$ cat src/rtl/pimb_pkg.sv
// pimb_pkg: constants for the interrupt mask bank (register map, field layout, reset values)
// assumes a classic wishbone slave with 32-bit data; word indices times four give byte addresses
// Contract
// - mask zero passes event, one blocks it
// - all documented mask bits reset to one
// - group1 bits 15,12,11,8,7-4,3,2,1 as listed
// - group2 bits 5,4,2,1,0 as listed
// - status bit cleared by writing one
// - global output mask suppresses pin, resets zero
package pimb_pkg;

  // ------------------------------------------------------------
  // register indices (byte address is index times four)
  // ------------------------------------------------------------
  localparam logic [15:0] PIMB_IDX_GRP1_MASK   = 16'h4019;
  localparam logic [15:0] PIMB_IDX_GRP2_MASK   = 16'h401A;
  localparam logic [15:0] PIMB_IDX_GRP1_STATUS = 16'h4010;
  localparam logic [15:0] PIMB_IDX_GRP2_STATUS = 16'h4011;
  localparam logic [15:0] PIMB_IDX_REQ_CTRL    = 16'h4017;
  localparam logic [15:0] PIMB_IDX_REQ_STATE   = 16'h4016;

  localparam int PIMB_ADR_W  = 18;
  localparam int PIMB_DATA_W = 32;
  localparam int PIMB_REG_W  = 16;

  // ------------------------------------------------------------
  // field layout
  // ------------------------------------------------------------
  // group1: 15 supply low, 12 on button, 11 watchdog, 8 adc data,
  // 7..4 comparators 4..1, 3 clock periodic, 2 clock alarm, 1 thermal
  localparam logic [15:0] PIMB_GRP1_BITS = 16'h99FE;
  // group2: 5 otp done, 4 otp error, 2 power on reset, 1 sleep/off, 0 on/wake
  localparam logic [15:0] PIMB_GRP2_BITS = 16'h0037;
  localparam int PIMB_BIT_SUPPLY_LOW   = 15;
  localparam int PIMB_BIT_ON_BUTTON    = 12;
  localparam int PIMB_BIT_WATCHDOG     = 11;
  localparam int PIMB_BIT_ADC_DATA     = 8;
  localparam int PIMB_BIT_OTP_DONE     = 5;
  localparam int PIMB_BIT_OTP_ERROR    = 4;
  localparam int PIMB_BIT_PIN_MASK     = 0;

  // ------------------------------------------------------------
  // reset values
  // ------------------------------------------------------------
  localparam logic [15:0] PIMB_GRP1_MASK_RST = PIMB_GRP1_BITS;
  localparam logic [15:0] PIMB_GRP2_MASK_RST = PIMB_GRP2_BITS;
  localparam logic        PIMB_PIN_MASK_RST  = 1'h0;

  typedef enum logic [1:0] {
    PIMB_BUS_IDLE = 2'b01,
    PIMB_BUS_ACK  = 2'b10
  } pimb_bus_state_type;

endpackage

$ cat src/rtl/pimb_event_latch.sv
// pimb_event_latch: one group of sticky event bits with write-one-to-clear
// assumes event pulses and the clear strobe are on clk_i
`timescale 1ns/1ps
module pimb_event_latch #(
  parameter logic [15:0] VALID_BITS = 16'hFFFF
) (
  input  wire logic        clk_i,
  input  wire logic        rst_i,
  input  wire logic [15:0] event_i,
  input  wire logic        clear_i,
  input  wire logic [15:0] clear_data_i,
  output logic      [15:0] status_o
);
  import pimb_pkg::*;

  typedef struct packed {
    logic [15:0] status;
  } pimb_latch_state_type;

  pimb_latch_state_type state;
  pimb_latch_state_type next_state;

  always_comb begin
    next_state = state;
    // a set in the same cycle as its clear wins
    for (int i = 0; i < 16; i++) begin
      if (clear_i && clear_data_i[i]) begin
        next_state.status[i] = 1'b0;
      end
      if (event_i[i] && VALID_BITS[i]) begin
        next_state.status[i] = 1'b1;
      end
    end
  end

  always_ff @(posedge clk_i) begin
    if (rst_i) begin
      state <= '0;
    end else begin
      state <= next_state;
    end
  end

  assign status_o = state.status;
endmodule

$ cat src/rtl/pimb_top.sv
// pimb_top: interrupt mask bank with wishbone slave and one level request output
// assumes events come from logic on clk_i as one-cycle or level pulses
`timescale 1ns/1ps
module pimb_top (
  input  wire logic                               clk_i,
  input  wire logic                               rst_i,
  input  wire logic                               wb_cyc_i,
  input  wire logic                               wb_stb_i,
  input  wire logic                               wb_we_i,
  input  wire logic [pimb_pkg::PIMB_ADR_W-1:0]    wb_adr_i,
  input  wire logic [3:0]                         wb_sel_i,
  input  wire logic [pimb_pkg::PIMB_DATA_W-1:0]   wb_dat_i,
  output logic      [pimb_pkg::PIMB_DATA_W-1:0]   wb_dat_o,
  output logic                                    wb_ack_o,
  output logic                                    wb_err_o,
  input  wire logic [15:0]                        grp1_event_i,
  input  wire logic [15:0]                        grp2_event_i,
  output logic                                    irq_o
);
  import pimb_pkg::*;

  // ------------------------------------------------------------
  // state
  // ------------------------------------------------------------
  typedef struct packed {
    pimb_bus_state_type       bus;
    logic [15:0]              grp1_mask;
    logic [15:0]              grp2_mask;
    logic                     pin_mask;
    logic [PIMB_DATA_W-1:0]   rdata;
    logic                     ack;
    logic                     err;
    logic                     irq;
  } pimb_top_state_type;

  pimb_top_state_type state;
  pimb_top_state_type next_state;

  logic [15:0]            grp1_status;
  logic [15:0]            grp2_status;
  logic                   clr1;
  logic                   clr2;
  logic [15:0]            wr_lo;
  logic [15:0]            index;
  logic                   req;
  logic                   hit;
  logic                   pending;
  logic [15:0]            wr_mask;
  logic [1:0]             lane_en;
  logic                   sel_grp1_mask;
  logic                   sel_grp2_mask;
  logic                   sel_grp1_status;
  logic                   sel_grp2_status;
  logic                   sel_req_ctrl;
  logic                   sel_req_state;
  logic                   wr_req;
  logic [15:0]            grp1_contrib;
  logic [15:0]            grp2_contrib;
  logic [15:0]            grp1_mask_wr;
  logic [15:0]            grp2_mask_wr;
  logic                   pin_mask_wr;
  logic [15:0]            rd_word;
  logic                   irq_next;

  // ------------------------------------------------------------
  // sticky event status
  // ------------------------------------------------------------
  pimb_event_latch #(
    .VALID_BITS (PIMB_GRP1_BITS)
  ) u_grp1 (
    .clk_i        (clk_i),
    .rst_i        (rst_i),
    .event_i      (grp1_event_i),
    .clear_i      (clr1),
    .clear_data_i (wr_lo),
    .status_o     (grp1_status)
  );

  pimb_event_latch #(
    .VALID_BITS (PIMB_GRP2_BITS)
  ) u_grp2 (
    .clk_i        (clk_i),
    .rst_i        (rst_i),
    .event_i      (grp2_event_i),
    .clear_i      (clr2),
    .clear_data_i (wr_lo),
    .status_o     (grp2_status)
  );

  // ------------------------------------------------------------
  // bus decode
  // ------------------------------------------------------------
  // only low 16 bits carry data, so only lanes 0 and 1 matter
  assign lane_en = wb_sel_i[1:0];
  assign wr_mask = {{8{lane_en[1]}}, {8{lane_en[0]}}};
  assign wr_lo   = wb_dat_i[15:0] & wr_mask;
  assign index   = wb_adr_i[PIMB_ADR_W-1:2];
  assign req     = wb_cyc_i && wb_stb_i && state.bus == PIMB_BUS_IDLE;
  assign wr_req  = req && wb_we_i;

  // ------------------------------------------------------------
  // register select
  // ------------------------------------------------------------
  // one select per register keeps the write, read and error paths in step
  assign sel_grp1_mask   = index == PIMB_IDX_GRP1_MASK;
  assign sel_grp2_mask   = index == PIMB_IDX_GRP2_MASK;
  assign sel_grp1_status = index == PIMB_IDX_GRP1_STATUS;
  assign sel_grp2_status = index == PIMB_IDX_GRP2_STATUS;
  assign sel_req_ctrl    = index == PIMB_IDX_REQ_CTRL;
  assign sel_req_state   = index == PIMB_IDX_REQ_STATE;
  // an unmapped index answers with err and changes nothing
  assign hit = sel_grp1_mask
            || sel_grp2_mask
            || sel_grp1_status
            || sel_grp2_status
            || sel_req_ctrl
            || sel_req_state;
  assign clr1 = wr_req && sel_grp1_status;
  assign clr2 = wr_req && sel_grp2_status;

  // ------------------------------------------------------------
  // write data
  // ------------------------------------------------------------
  // unselected lanes keep their bits; undocumented bits never set
  assign grp1_mask_wr = (state.grp1_mask & ~wr_mask)
                      | (wr_lo & PIMB_GRP1_BITS);
  assign grp2_mask_wr = (state.grp2_mask & ~wr_mask)
                      | (wr_lo & PIMB_GRP2_BITS);
  // the pin mask lives in lane 0 only
  assign pin_mask_wr  = lane_en[0] ? wb_dat_i[PIMB_BIT_PIN_MASK] : state.pin_mask;

  // ------------------------------------------------------------
  // per-source contribution
  // ------------------------------------------------------------
  // masked sources still latch; only the contribution is gated
  for (genvar b = 0; b < 16; b++) begin : g_source
    assign grp1_contrib[b] = grp1_status[b]
                          && !state.grp1_mask[b]
                          && PIMB_GRP1_BITS[b];
    assign grp2_contrib[b] = grp2_status[b]
                          && !state.grp2_mask[b]
                          && PIMB_GRP2_BITS[b];
  end
  assign pending  = |grp1_contrib || |grp2_contrib;
  // the pin mask overrides every source mask
  assign irq_next = pending && !state.pin_mask;

  // ------------------------------------------------------------
  // read data
  // ------------------------------------------------------------
  // status reads show masked events too, so software can poll them
  assign rd_word = sel_grp1_mask   ? state.grp1_mask
                 : sel_grp2_mask   ? state.grp2_mask
                 : sel_grp1_status ? grp1_status
                 : sel_grp2_status ? grp2_status
                 : sel_req_ctrl    ? {15'h0000, state.pin_mask}
                 : sel_req_state   ? {15'h0000, pending}
                 : 16'h0000;

  // ------------------------------------------------------------
  // next state
  // ------------------------------------------------------------
  always_comb begin
    next_state     = state;
    next_state.ack = 1'b0;
    next_state.err = 1'b0;
    case (state.bus)
      PIMB_BUS_IDLE: begin
        if (req) begin
          next_state.bus   = PIMB_BUS_ACK;
          next_state.ack   = hit;
          next_state.err   = !hit;
          next_state.rdata = '0;
          if (wr_req) begin
            case (index)
              PIMB_IDX_GRP1_MASK: begin
                next_state.grp1_mask = grp1_mask_wr;
              end
              PIMB_IDX_GRP2_MASK: begin
                next_state.grp2_mask = grp2_mask_wr;
              end
              PIMB_IDX_REQ_CTRL: begin
                next_state.pin_mask = pin_mask_wr;
              end
              default: begin
                // status clears act in the latches; the rest is read only
                next_state.pin_mask = state.pin_mask;
              end
            endcase
          end else begin
            next_state.rdata[15:0] = rd_word;
          end
        end
      end
      PIMB_BUS_ACK: begin
        // ack stands one cycle, then the slave waits for the next strobe
        next_state.bus = PIMB_BUS_IDLE;
      end
      default: begin
        next_state.bus = PIMB_BUS_IDLE;
      end
    endcase
    next_state.irq = irq_next;
  end

  // ------------------------------------------------------------
  // registers
  // ------------------------------------------------------------
  always_ff @(posedge clk_i) begin
    if (rst_i) begin
      state.bus       <= PIMB_BUS_IDLE;
      state.grp1_mask <= PIMB_GRP1_MASK_RST;
      state.grp2_mask <= PIMB_GRP2_MASK_RST;
      state.pin_mask  <= PIMB_PIN_MASK_RST;
      state.rdata     <= '0;
      state.ack       <= 1'b0;
      state.err       <= 1'b0;
      state.irq       <= 1'b0;
    end else begin
      state <= next_state;
    end
  end

  assign wb_dat_o = state.rdata;
  assign wb_ack_o = state.ack;
  assign wb_err_o = state.err;
  assign irq_o    = state.irq;
endmodule
$ cat config.mk
export PLATFORM = sky130hd
export DESIGN_NAME = pimb_top
export DESIGN_NICKNAME = d
export VERILOG_FILES = /design/src/rtl/pimb_pkg.sv /design/src/rtl/pimb_event_latch.sv /design/src/rtl/pimb_top.sv
export SDC_FILE = /design/constraint.sdc
export NUM_CORES = 1
export LEC_CHECK = 0
export ABC_AREA = 0
export BUFFER_PORTS_ARGS = -buffer_cell sky130_fd_sc_hd__buf_2
export CAP_MARGIN = 40
export CORE_MARGIN = 1
export CORE_UTILIZATION = 44
export DETAILED_ROUTE_END_ITERATION = 8
export GPL_TIMING_DRIVEN = 0
export PLACE_DENSITY = 0.76
export SLEW_MARGIN = 20
export SYNTH_ARGS = -nofsm -noshare
export SYNTH_HDL_FRONTEND = slang
export SYNTH_SLANG_ARGS = --single-unit
$ cat constraint.sdc
create_clock -name clk_i -period 1.8 [get_ports clk_i]
set_input_delay 0.09 -clock clk_i [delete_from_list [all_inputs] [get_ports clk_i]]
set_output_delay 0.09 -clock clk_i [all_outputs]
set_load 0.05 [all_outputs]
After elaboration in Yosys (flattened, before gate mapping)
Cells that the tools add are included.

Bits in registers: 70. Bits of input ports: 91. Output and inout port bits: 35. Word-level logic and storage cells: 164.

Eq/ne operators: 7. Multiplexer cells: 39. Bitwise logic cells: 8. Reduce and logical (&&, ||, !) cells: 86.

Operators with widths (number): $eq A16 B15 Y1 const B (6); $mux W16 (4); $and A16 B16 Y16 (3); $logic_and A1 B1 Y1 (38); $mux W1 (34); $reduce_bool A2 Y1 (16); $logic_not A1 Y1 (18); $not A16 Y16 (1); $or A16 B16 Y16 (1); $or A16 B6 Y16 (1); $reduce_or A11 Y1 (1); $reduce_and A4 Y1 (2); $logic_or A1 B1 Y1 (6); $mux W6 (1); $reduce_and A5 Y1 (1); $reduce_or A5 Y1 (1); $reduce_or A3 Y1 (1); $eq A2 B1 Y1 const B (1); $not A1 Y1 (2); $reduce_and A2 Y1 (1); $reduce_or A2 Y1 (1).

Logic depth before layout (Yosys ltp)
Gate-level depths: netlist of the first run.

Depth in word-level cells: 11. Mapped depth: 7. Mapped depth without buffers: 5.

By module
Synthesis of the first run repeated with hierarchy kept, for this count alone.

Cells, all modules: 424. Area total of the unflattened synthesis: 3811.2 um^2.

Modules (own cells, without submodules): pimb_top (times used 1, cells an instance 340, area each 3011.6 um^2, seq. area each 1081.0 um^2); pimb_event_latch at u_grp1 (times used 1, cells an instance 52, area each 531.8 um^2, seq. area each 220.2 um^2); pimb_event_latch at u_grp2 (times used 1, cells an instance 32, area each 267.8 um^2, seq. area each 100.1 um^2).

Worst setup path before layout of the first run
OpenSTA, ideal clock, no wires.

Path kind: input to register. Start: in wb_adr_i[9] in the netlist's numbering. End: reg state[35] in the netlist's numbering. Library setup time: 0.128 ns. Data arrival time: 1.823 ns. Setup slack: -0.151 ns. Cell stages on the path: 7. Path buffers: 2. Cell sequence: or4_4 -> buf_6 -> or3_4 -> buf_2 -> nor4_2 -> mux2i_1 -> nor2_1.

Word-level cells in the longest chain between the ends: 2.

Ends and longest elaborated chain: from (decl) (line pimb_top.sv:10) `input wire logic [pimb_pkg::PIMB_ADR_W-1:0] wb_adr_i,`; $eq A16 B15 Y1 (line pimb_top.sv:175) `case (index)`; $reduce_and A5 Y1 (no line); to (signal assigned) (line pimb_top.sv:220) `state <= next_state;`; to (decl) (line pimb_top.sv:36) `pimb_top_state_type state;`.

Every way passes these cells. A chain may end at the register's enable or synchronous reset.

Worst setup path in the final report of the first run
Start: in wb_adr_i[15] in the netlist's numbering. End: reg state, in the netlist wb_dat_o[2].

Word-level cells in the longest chain between the ends: 6.

Ends and longest elaborated chain: $eq A16 B15 Y1 (line pimb_top.sv:108) `assign sel_grp2_status = index == PIMB_IDX_GRP2_STATUS;`; $mux W6 (line pimb_top.sv:155) `: sel_grp2_status ? grp2_status`; $mux W16 (line pimb_top.sv:154) `: sel_grp1_status ? grp1_status`; $mux W16 (line pimb_top.sv:153) `: sel_grp2_mask ? state.grp2_mask`; $mux W16 (*) (line pimb_top.sv:152) `assign rd_word = sel_grp1_mask ? state.grp1_mask`; $mux W16 (*) (line pimb_top.sv:174) `if (wr_req) begin`.

Mark *: on every way between the ends. The rest lies on a longest branch, timed or not.

==> results of run 1 <==
==> cell families (layout without fill, tap and decap cells) <==
kind of cell           after synthesis  count (layout)  share of synthesized area [%]
buffers and inverters               73             181                           12.6
AOI/OAI and AO/OA                   87              87                           16.9
other                                1              16                          0.115
DFF                                 70              70                           42.9
and+or+nand+nor                    128             128                           22.5
muxes                               16              16                           4.91
==> per-layer routing <==
metal,vias to the layer above,track usage (%)
met5,-,0
met1,1441,29.9
met3,30,4.43
met4,0,13.2
li1,1486,-
met2,157,39.3
==> critical path, cell delays in order <==
cell     delay, ps
buf_6           90
or4_4          520
buf_6          150
or3_4          350
or4_4          530
o32a_1         220
o21ai_1        140
==> metrics by stage <==
step	hold slack (ps)	setup slack (ps)	std cells	area (um^2)	util [%]
2_1_floorplan	174	-113	390	3350	-
3_3_place_gp	295	-484	556	3810	52.8
3_5_place_dp	303	-527	556	3810	52.8
4_1_cts	1.52	-15.5	592	4210	58.3
5_1_grt	15.4	-31.8	597	4300	59.6
6_report	8.94	-5.12	597	4300	59.6
==> power groups by stage <==
stage	Clock [mW]	Combinational, mW	Sequential [mW]
final	1.10	0.368	1.60
after global routing	1.18	0.397	1.60
after CTS	1.10	0.353	1.60
after detailed placement	0	0.317	1.63
after global placement	0	0.311	1.63
after floorplan	0	0.215	1.63
==> repair_timing <==
action | in CTS | in global routing
endpoints found under the setup margin | 36 | 29
endpoints found under the hold margin | 21 | 0
hold buffers | 21 | 0
gates resized for setup | 5 | 15
setup buffers | 2 | 7
pin swaps | 1 | 8
==> final cells by class <==
cell class / instances / area, um^2 / area share [%]
Timing Repair Buffer: 97 / 632 / 14.7
Sequential cell: 70 / 1400 / 32.6
Inverter: 18 / 67.6 / 1.57
Tap cell: 99 / 124 / 2.88
Multi-Input combinational cell: 247 / 1570 / 36.5
Buffer: 50 / 347 / 8.06
Clock inverter: 3 / 21.3 / 0.495
Clock buffer: 13 / 139 / 3.23
==> worst max-delay path by stage <==
stage | start | endpoint
2_1_floorplan | wb_adr_i[9] | wb_dat_o[1]$_SDFFE_PP0P_
3_3_place_gp | wb_adr_i[9] | wb_dat_o[6]$_SDFFE_PP0P_
3_5_place_dp | wb_adr_i[9] | wb_dat_o[6]$_SDFFE_PP0P_
4_1_cts | wb_adr_i[15] | register
5_1_grt | wb_adr_i[10] | register
6_report | wb_adr_i[15] | wb_dat_o[2]$_SDFFE_PP0P_
==> layout by cell type, fill, tap and decap left out, types with 2 or more instances in the layout <==
master	count
or3_4	2
nor2b_1	15
nor3b_1	4
mux2i_1	16
nand2b_1	2
buf_2	68
inv_1	18
nor4_4	4
dlygate4sd3_1	21
o211ai_1	5
nand3_1	13
o21ai_1	12
clkbuf_8	10
clkbuf_2	3
a221oi_1	7
conb_1	16
buf_4	43
a2111oi_0	2
o32a_1	4
buf_6	2
o21ai_0	19
or4_4	4
nand4bb_1	2
a21oi_1	22
a22o_1	5
a22oi_1	5
a211o_1	2
and2_1	17
nor3_1	3
a2111oi_1	2
dfxtp_1	70
nor2_1	24
clkbuf_1	10
nand2_1	29
==> results by group, run 1 <==
Outcome
  • Status: finished with violations
  • Failing checks: negative setup slack

Drt
  • Post-DR wirelength/cell: 15.2 um
  • DR WL met2: 4310 um
  • Drt initial violations: 208
  • Total Routed Length: 9070 um
  • Routed wl met3: 592 um
  • DR vias: 3114
  • # DRC: 0
  • DR top layer: met4
  • Pre-antenna DRT Iters: 5
  • Met1 Wirelength: 3900 um
  • Vias per Instance: 5.22
  • Post-detailed-route count of antenna-violating nets: 0

Placed design
  • Post-DP HPWL: 6090 um
  • Port-buffer cells: 67
  • Global placement routability congestion: 0.865

Job
  • MaxCap Viol Count: 0

Clock tree
  • Clk_lat worst skew: 350 ps
  • Clk slew on worst S/H paths: 70 ps
  • H-tree Lvls: 3
  • CTS root buf: clkbuf_8
  • TritonCTS clock tree: built
  • Clock sinks: 70
  • Maximum clock path buffer count: 2
  • CTS buffer count: 9

Floorplanning
  • Initial core utilization: 45.2%
  • Std-Cell Rows: 31
  • Die area: 7770 um^2
  • Die W: 88.1 um
  • Die span in y: 88.1 um
  • I/O pin count: 126
  • Total core area: 7210 um^2

Synthesis
  • Post-synthesis sequential area ratio: 42.9%
  • Synth area leaders: dfxtp_1, buf_4, mux2i_1, a21oi_1, nand2_1
  • Synth cell count leaders: dfxtp_1, buf_4, nand2_1, nor2_1, a21oi_1
  • Cell area after synthesis: 3260 um^2
  • Number of enable flip-flop cells after synthesis: 0
  • Post-synth top area share: 42.9%
  • Share of flip-flops with an asynchronous set or reset: 0%
  • Most common cell in the synthesized netlist: dfxtp_1
  • Synth Instances: 375
  • Ys Warns: 0
  • Primary FF master, synth: dfxtp_1
  • Post-synth top area cell: dfxtp_1
  • Synth cell types: 42
  • Syn_area_per_cell: 8.71 um^2
  • Post-synthesis register bit count: 70

Final layout
  • Layout fillers: 690
  • Share of cells above drive strength 1: 29.5%
  • Number of diodes: 0
  • Area delta synth->final: 31.7%
  • Nets: 584

Hold path
  • WHS Path Cells: 3
  • Hold path startpoint: wb_dat_i[15]
  • Min-Delay Path Class: input pin to register

Worst setup path
  • Worst EP required: 2080 ps
  • CP startpoint kind: input pin
  • Nature of the critical path endpoint: register
  • WP data arrival: 2090 ps
  • R2R depth: 6
  • R2r setup slk: 90 ps
  • Setup CP Type: input pin to register
  • Worst reg2reg path startpoint: state[69]$_SDFFE_PP0P_
  • Max FO, Critical Path: 5

Pwr
  • Switching Power: 0.838 mW
  • Highest ir drop seen on vdd: 0.318 mV
  • Pleak: 1.87 nW
  • Internal power: 2.23 mW
  • Clock share of power: 35.9%
  • Sequential Power Share: 52.1%
  • Total power: 3.07 mW
  • Combinational power share: 12.0%
  • Net Sw Frac: 27.3%
  • Power Dens Cells: 713 nW/um^2

STA
  • Fin Setup TNS: -5.12 ps
  • Period minus WS final: 1810 ps
  • Clk_skew: 7.94 ps
  • Pins Over Slew Limit: 0
  • Final hold violation count: 0
  • Setup violators final: 1
  • Part of the cycle the worst path needs: 100%
  • Setup WS post-layout: -5.12 ps
  • Fmax achieved: 0.554 GHz
  • RSZ-0062 raised after global routing: true
  • Slew headroom: 55.5%
  • Worst slew pin tran: 667 ps

Global routing
  • First-pass GRT wire length: 13800 um
  • Largest net degree at the start of global routing: 12
  • Total congestion overflow: 0
  • GRT Total Usage: 24.0%
  • Initial antenna violation count: 0
  • Vias in the first global route: 2911
(Power assumes the default switching activity.)
==> run 2: changes to the inputs <==
==> constraint.sdc (replaced) <==
create_clock -name clk_i -period 1.8 [get_ports clk_i]
set_input_delay 0.18 -clock clk_i [delete_from_list [all_inputs] [get_ports clk_i]]
set_output_delay 0.18 -clock clk_i [all_outputs]
set_load 0.05 [all_outputs]
==> run 2 against run 1 <==
The flow finishes with violations (design-rule violations). Clock-buffer cell count fell by 3. Critical path depth fell by 2. Sequential share of layout area rose by 0.86 points. Power rose by 0.36%. Clock skew barely moved. Final cell count fell by 3.4%. Maximum frequency rose by 2.6%. Final area fell by 2.6%. Global-route usage fell by 1.1 points. Wire length fell by 5.4%. Largest power group unchanged. Worst hold slack improved by 26 ps.
==> results by group, run 2 (same netlist as run 1, synthesis figures left out) <==
STA
  • Part of the cycle the worst path needs: 97.8% (was 100%)
  • Pins Over Slew Limit: 0 (unchanged)
  • Fmax achieved: 0.568 GHz (was 0.554 GHz)
  • Worst slew pin tran: 639 ps (was 667 ps)
  • Fin Setup TNS: 0 ps (was -5.12 ps)
  • Setup WS post-layout: 39.8 ps (was -5.12 ps)
  • Final hold violation count: 0 (unchanged)
  • Slew headroom: 57.4% (was 55.5%)
  • Period minus WS final: 1760 ps (was 1810 ps)
  • Clk_skew: 7.54 ps (was 7.94 ps)
  • Setup violators final: 0 (was 1)

Global routing
  • Total congestion overflow: 0 (unchanged)
  • Largest net degree at the start of global routing: 13 (was 12)
  • Initial antenna violation count: 0 (unchanged)
  • Vias in the first global route: 2584 (was 2911)
  • First-pass GRT wire length: 13000 um (was 13800 um)
  • GRT Total Usage: 22.9% (was 24.0%)

Final layout
  • Area delta synth->final: 28.4% (was 31.7%)
  • Layout fillers: 675 (was 690)
  • Most common cell after layout, fill and taps aside: dfxtp_1 (unchanged)
  • Most frequent cells in the layout: dfxtp_1, buf_2, buf_4, nand2_1, nor2_1 (unchanged)
  • Nets: 564 (was 584)
  • Share of cells above drive strength 1: 34.3% (was 29.5%)
  • Number of diodes: 0 (unchanged)

Clock tree
  • H-tree Lvls: 3 (unchanged)
  • CTS root buf: clkbuf_8 (unchanged)
  • Clk_lat worst skew: 350 ps (about the same)
  • Clk slew on worst S/H paths: 70 ps (about the same)
  • Post-CTS Hold Buffers: 0 (was 21)
  • Clock sinks: 70 (unchanged)
  • TritonCTS clock tree: built (unchanged)
  • CTS buffer count: 9 (unchanged)
  • Maximum clock path buffer count: 2 (unchanged)

Hold path
  • WHS Path Cells: 3 (unchanged)
  • Min-Delay Path Class: input pin to register (unchanged)

Worst setup path
  • RR Endpoint: wb_dat_o[0]$_SDFFE_PP0P_
  • R2r setup slk: 40 ps (was 90 ps)
  • WP data arrival: 1990 ps (was 2090 ps)
  • Setup CP Type: register to register (was input pin to register)
  • Nature of the critical path endpoint: register (unchanged)
  • Max FO, Critical Path: 3 (was 5)
  • Crit path capture: wb_dat_o[0]$_SDFFE_PP0P_ (was wb_dat_o[2]$_SDFFE_PP0P_)
  • CP startpoint kind: register (was input pin)
  • CP startpoint: u_grp1.status_o[15]$_SDFFE_PP0P_ (was wb_adr_i[15])
  • R2R depth: 5 (was 6)
  • Worst EP required: 2030 ps (was 2080 ps)
  • Worst reg2reg path startpoint: u_grp1.status_o[15]$_SDFFE_PP0P_ (was state[69]$_SDFFE_PP0P_)

Floorplanning
  • I/O pin count: 126 (unchanged)
  • Die area: 7770 um^2 (unchanged)
  • Std-Cell Rows: 31 (unchanged)
  • Die W: 88.1 um (unchanged)
  • Initial core utilization: 45.2% (unchanged)
  • Total core area: 7210 um^2 (unchanged)
  • Die span in y: 88.1 um (unchanged)

Placed design
  • Setup WS pre-CTS: -652 ps (was -527 ps)
  • Global placement routability congestion: 0.837 (was 0.865)
  • Post-DP HPWL: 6020 um (was 6090 um)
  • Port-buffer cells: 67 (unchanged)

Job
  • MaxCap Viol Count: 0 (unchanged)

Drt
  • Drt initial violations: 182 (was 208)
  • Vias per Instance: 5.23 (was 5.22)
  • Post-detailed-route count of antenna-violating nets: 0 (unchanged)
  • Total Routed Length: 8580 um (was 9070 um)
  • Post-DR wirelength/cell: 14.9 um (was 15.2 um)
  • Pre-antenna DRT Iters: 7 (was 5)
  • # DRC: 4 (was 0)
  • DR vias: 3020 (was 3114)

Outcome
  • Status: finished with violations (unchanged)
  • Failing checks: design-rule violations (was negative setup slack)

Pwr
  • Power Dens Cells: 735 nW/um^2 (was 713 nW/um^2)
  • Pleak: 1.82 nW (was 1.87 nW)
  • Highest ir drop seen on vdd: 0.366 mV (was 0.318 mV)
## run 2: how the worst min path moves through the flow
stage	startpoint	end	slack [ps]
2_1_floorplan	rst_i	state[69]$_SDFFE_PP0P_	260
3_3_place_gp	grp1_event_i[8]	u_grp1.status_o[8]$_SDFFE_PP0P_	390
3_5_place_dp	grp1_event_i[8]	u_grp1.status_o[8]$_SDFFE_PP0P_	390
4_1_cts	grp1_event_i[8]	u_grp1.status_o[8]$_SDFFE_PP0P_	30
5_1_grt	grp1_event_i[7]	u_grp1.status_o[7]$_SDFFE_PP0P_	40
6_report	grp1_event_i[15]	u_grp1.status_o[15]$_SDFFE_PP0P_	40
## run 2: timing repair
item	4_1_cts	5_1_grt
cloned	0	1
endpoints found under the setup margin	44	32
resized for setup	8	14
setup buffers	8	3
pin swaps	8	4
## run 2: worst max-delay path, cell delays in order, from the launching register on
cell and delay, ps:
dfxtp_1 330, nor2b_1 130, a2111oi_0 570, nand4_1 250, a31oi_1 260, o21ai_0 100
## run 2: cell type report
| class | instances | area (um^2) | area share (%) |
|---|---|---|---|
| Buffer | 48 | 342 | 8.15 |
| Clock buffer | 10 | 138 | 3.28 |
| Clock inverter | 6 | 36.3 | 0.866 |
| Inverter | 18 | 67.6 | 1.61 |
| Multi-Input combinational cell | 247 | 1640 | 39.1 |
| Sequential cell | 70 | 1400 | 33.4 |
| Tap cell | 99 | 124 | 2.96 |
| Timing Repair Buffer | 79 | 442 | 10.5 |
## run 2: where the power goes
part	switching (mW)	internal [mW]
logic	0.213	0.118
registers	0.0230	1.58
clock network	0.616	0.532
total	0.852	2.23
## run 2: per-layer routing
metal	global-route usage (%)	vias up	wire length, um
li1	-	1458	-
met1	30.2	1440	3830
met2	36.9	105	4100
met3	4.43	17	507
met4	9.38	0	142
met5	0	-	0
## run 2: stage by stage
step | total power [mW] | util [%] | instance area [um^2] | hold WS, ps | std cells
after floorplan | 1.84 | - | 3430 | 264 | 390
after global placement | 1.95 | 53.9 | 3890 | 386 | 556
after detailed placement | 1.95 | 53.9 | 3890 | 393 | 556
after CTS | 3.07 | 57.3 | 4140 | 32.2 | 575
after global routing | 3.18 | 58.1 | 4190 | 44.4 | 577
final | 3.08 | 58.1 | 4190 | 35.1 | 577
==> run 3: changes to the inputs <==
--- a/config.mk
+++ b/config.mk
@@ -5,14 +5,15 @@
 export SDC_FILE = /design/constraint.sdc
 export NUM_CORES = 1
 export LEC_CHECK = 0
-export ABC_AREA = 0
+export ABC_AREA = 1
 export BUFFER_PORTS_ARGS = -buffer_cell sky130_fd_sc_hd__buf_2
 export CAP_MARGIN = 40
 export CORE_MARGIN = 1
-export CORE_UTILIZATION = 44
+export CORE_UTILIZATION = 45
+export CTS_CLUSTER_DIAMETER = 120
 export DETAILED_ROUTE_END_ITERATION = 8
 export GPL_TIMING_DRIVEN = 0
-export PLACE_DENSITY = 0.76
+export PLACE_DENSITY = 0.77
 export SLEW_MARGIN = 20
 export SYNTH_ARGS = -nofsm -noshare
 export SYNTH_HDL_FRONTEND = slang
==> run 3 against run 2 <==
Largest power group unchanged. Synthesized cell count up 26%. The flow now finishes without violations. Highest routed layer unchanged. Global-route usage rose by 0.18 points. Via count is 11% higher. Clock power increased by 23%. Combinational power is 4% lower. Final cell count rose by 16%. Synthesized area increased by 5.4%.
==> results by group, run 3 <==
Outcome
  • Status: complete, no violations (was finished with violations)

Pwr
  • Pleak: 2.12 nW (was 1.82 nW)
  • Highest ir drop seen on vdd: 0.340 mV (was 0.366 mV)
  • Power Dens Cells: 794 nW/um^2 (was 735 nW/um^2)

Worst setup path
  • CP top delay family: simple AND/OR/NAND/NOR gates (was compound AO/OA/AOI/OAI gates)
  • Worst path cell trace: inv_1 -> nand2_1 -> nor2_4 -> nand2_4 -> nor2_8 -> nand3_1 -> clkinv_1 -> buf_4 -> a21oi_1 -> o21ai_0 (was nor2b_1 -> a2111oi_0 -> nand4_1 -> a31oi_1 -> o21ai_0)
  • Buffers and inverters on the worst path: 3 (was 0)
  • Nature of the critical path endpoint: register (unchanged)
  • Max FO, Critical Path: 10 (was 3)
  • Setup CP Type: register to register (unchanged)
  • Crit path largest cell delay: 300 ps (was 570 ps)
  • WP data arrival: 1860 ps (was 1990 ps)
  • Slowest CP cell: dfxtp_1 (was a2111oi_0)
  • Worst EP required: 2070 ps (was 2030 ps)
  • CP startpoint kind: register (unchanged)

Synthesis
  • Post-synthesis sequential area ratio: 40.7% (was 42.9%)
  • Ys Warns: 0 (unchanged)
  • Synth cell count leaders: nand2_1, dfxtp_1, inv_1, a21oi_1, nor2_1 (was dfxtp_1, buf_4, nand2_1, nor2_1, a21oi_1)
  • Synth cell types: 31 (was 42)
  • Post-synth top area cell: dfxtp_1 (unchanged)
  • Syn_area_per_cell: 7.31 um^2 (was 8.71 um^2)
  • Primary FF master, synth: dfxtp_1 (unchanged)
  • Share of flip-flops with an asynchronous set or reset: 0% (unchanged)
  • Cell area after synthesis: 3440 um^2 (was 3260 um^2)
  • Post-synthesis register bit count: 70 (unchanged)
  • Synth Instances: 471 (was 375)
  • Post-synth top area share: 40.7% (was 42.9%)
  • Most common cell in the synthesized netlist: nand2_1 (was dfxtp_1)
  • Number of enable flip-flop cells after synthesis: 0 (unchanged)
  • Synth area leaders: dfxtp_1, nand2_1, buf_4, a21oi_1, inv_1 (was dfxtp_1, buf_4, mux2i_1, a21oi_1, nand2_1)

Final layout
  • Multi-input logic area: 1550 um^2 (was 1640 um^2)
  • Share of cells above drive strength 1: 27.0% (was 34.3%)
  • Cell area after layout: 4190 um^2 (about the same)
  • Post-layout util: 57.1% (was 58.1%)
  • Most frequent cells in the layout: nand2_1, buf_2, dfxtp_1, inv_1, a21oi_1 (was dfxtp_1, buf_2, buf_4, nand2_1, nor2_1)
  • Number of diodes: 0 (unchanged)
  • Layout fillers: 703 (was 675)
  • Register area: 1400 um^2 (unchanged)
  • Most common cell after layout, fill and taps aside: nand2_1 (was dfxtp_1)
  • Nets: 657 (was 564)
  • Area delta synth->final: 21.7% (was 28.4%)

Clock tree
  • TritonCTS clock tree: built (unchanged)
  • Maximum clock path buffer count: 2 (unchanged)
  • Clk slew on worst S/H paths: 80 ps (was 70 ps)
  • Clock sinks: 70 (unchanged)
  • CTS root buf: clkbuf_8 (unchanged)
  • H-tree Lvls: 3 (unchanged)
  • CTS buffer count: 9 (unchanged)
  • Clk_lat worst skew: 350 ps (about the same)

Floorplanning
  • Std-Cell Rows: 31 (unchanged)
  • Die W: 89.4 um (was 88.1 um)
  • Initial core utilization: 46.9% (was 45.2%)
  • Total core area: 7330 um^2 (was 7210 um^2)
  • I/O pin count: 126 (unchanged)
  • Die area: 8000 um^2 (was 7770 um^2)
  • Die span in y: 89.4 um (was 88.1 um)

STA
  • Clk_skew: 6.91 ps (was 7.54 ps)
  • Period minus WS final: 1590 ps (was 1760 ps)
  • Worst slew pin tran: 597 ps (was 639 ps)
  • Fmax achieved: 0.628 GHz (was 0.568 GHz)
  • Pins Over Slew Limit: 0 (unchanged)
  • Slew headroom: 60.1% (was 57.4%)
  • RSZ-0062 raised after global routing: false
  • Setup violators final: 0 (unchanged)
  • Final hold violation count: 0 (unchanged)
  • Setup WS post-layout: 208 ps (was 39.8 ps)
  • Part of the cycle the worst path needs: 88.4% (was 97.8%)
  • Fin Setup TNS: 0 ps (unchanged)

Drt
  • Vias per Instance: 4.99 (was 5.23)
  • Post-detailed-route count of antenna-violating nets: 0 (unchanged)
  • Total Routed Length: 8680 um (was 8580 um)
  • Drt initial violations: 250 (was 182)
  • DR vias: 3344 (was 3020)
  • Pre-antenna DRT Iters: 5 (was 7)
  • Post-DR wirelength/cell: 13.0 um (was 14.9 um)
  • # DRC: 0 (was 4)

Global routing
  • First-pass GRT wire length: 13800 um (was 13000 um)
  • Initial antenna violation count: 0 (unchanged)
  • Total congestion overflow: 0 (unchanged)
  • Vias in the first global route: 2992 (was 2584)
  • Largest net degree at the start of global routing: 12 (was 13)
  • GRT Total Usage: 23.1% (was 22.9%)

Placed design
  • Global placement routability congestion: 0.993 (was 0.837)
  • Post-DP HPWL: 6530 um (was 6020 um)
  • Setup WS pre-CTS: 55.7 ps (was -652 ps)
  • Port-buffer cells: 68 (was 67)
  • Post-DP Area: 3960 um^2 (was 3890 um^2)

Hold path
  • Min-Delay Path Class: input pin to register (unchanged)

Job
  • MaxCap Viol Count: 0 (unchanged)
==> run 3: cell types whose count changed after synthesis, moves of 6 or more <==
cell / change
nor2_1: +12
o21ai_0: +15
mux2i_1: -16
inv_1: +31
and2_1: -17
clkbuf_1: -8
inv_2: +8
nand2_1: +63
a221oi_1: -7
o21ai_1: -11
nand3_1: +20
nor2b_1: -15
a21oi_1: +25
nor3_1: +6
==> run 3: timing repair <==
action	CTS	global route
hold buffers	0	0
buffers inserted	0	1
gates resized for setup	0	1
setup endpoints to repair	0	5
==> run 3: cell families (layout without fill, tap and decap cells) <==
logic type	after synthesis	after routing	share of synthesized area (%)
flops	70	70	40.7
buf+inv	107	192	16.1
other cells	1	16	0.109
compound gates	101	101	16.7
simple gates	192	192	26.4
==> run 3: cell type report <==
type / count / share of cell area [%]
multi-input cells: 309 / 36.9
flip-flops and latches: 70 / 33.5
repair buffers: 69 / 8.30
plain buffers: 49 / 8.03
inverters: 58 / 5.20
clock buffers: 12 / 3.46
well taps: 99 / 2.96
clock inverters: 4 / 1.67
==> run 3: power breakdown <==
group,switching (mW),internal (mW),total (mW)
clock network,0.592,0.815,1.41
logic,0.212,0.106,0.318
registers,0.0234,1.58,1.60
total,0.828,2.50,3.33
==> run 3: final timing paths <==
kind | start | endpoint | slack, ps | cells after the start
max | state[69]$_SDFFE_PP0P_ | register | 210 | 10
min | grp2_event_i[4] | u_grp2.status_o[4]$_SDFFE_PP0P_ | 40 | 3
max reg2reg | state[69]$_SDFFE_PP0P_ | register | 210 | 10
min reg2reg | state[49]$_SDFFE_PP0P_ | state[49]$_SDFFE_PP0P_ | 440 | 2
==> run 3: metal layers <==
layer  global-route usage (%)  vias up  wire [um]
met4                     12.3        0        241
li1                         -     1669          -
met3                     4.80       25        748
met2                     37.2      160       3970
met1                     29.1     1490       3720
met5                        0        -          0
==> run 3: metrics by stage <==
step / hold slack [ps] / std cells / total power [mW]
6_report: 37.1 / 670 / 3.33
5_1_grt: 40.3 / 670 / 3.44
4_1_cts: 30.7 / 669 / 3.33
3_5_place_dp: 392 / 653 / 1.95
3_3_place_gp: 389 / 653 / 1.94
2_1_floorplan: 293 / 486 / 1.84
==> run 3: tightest hold or removal path, stage by stage <==
cell     delay (ps)
buf_2            80
a21oi_1          30
nor2_1           70
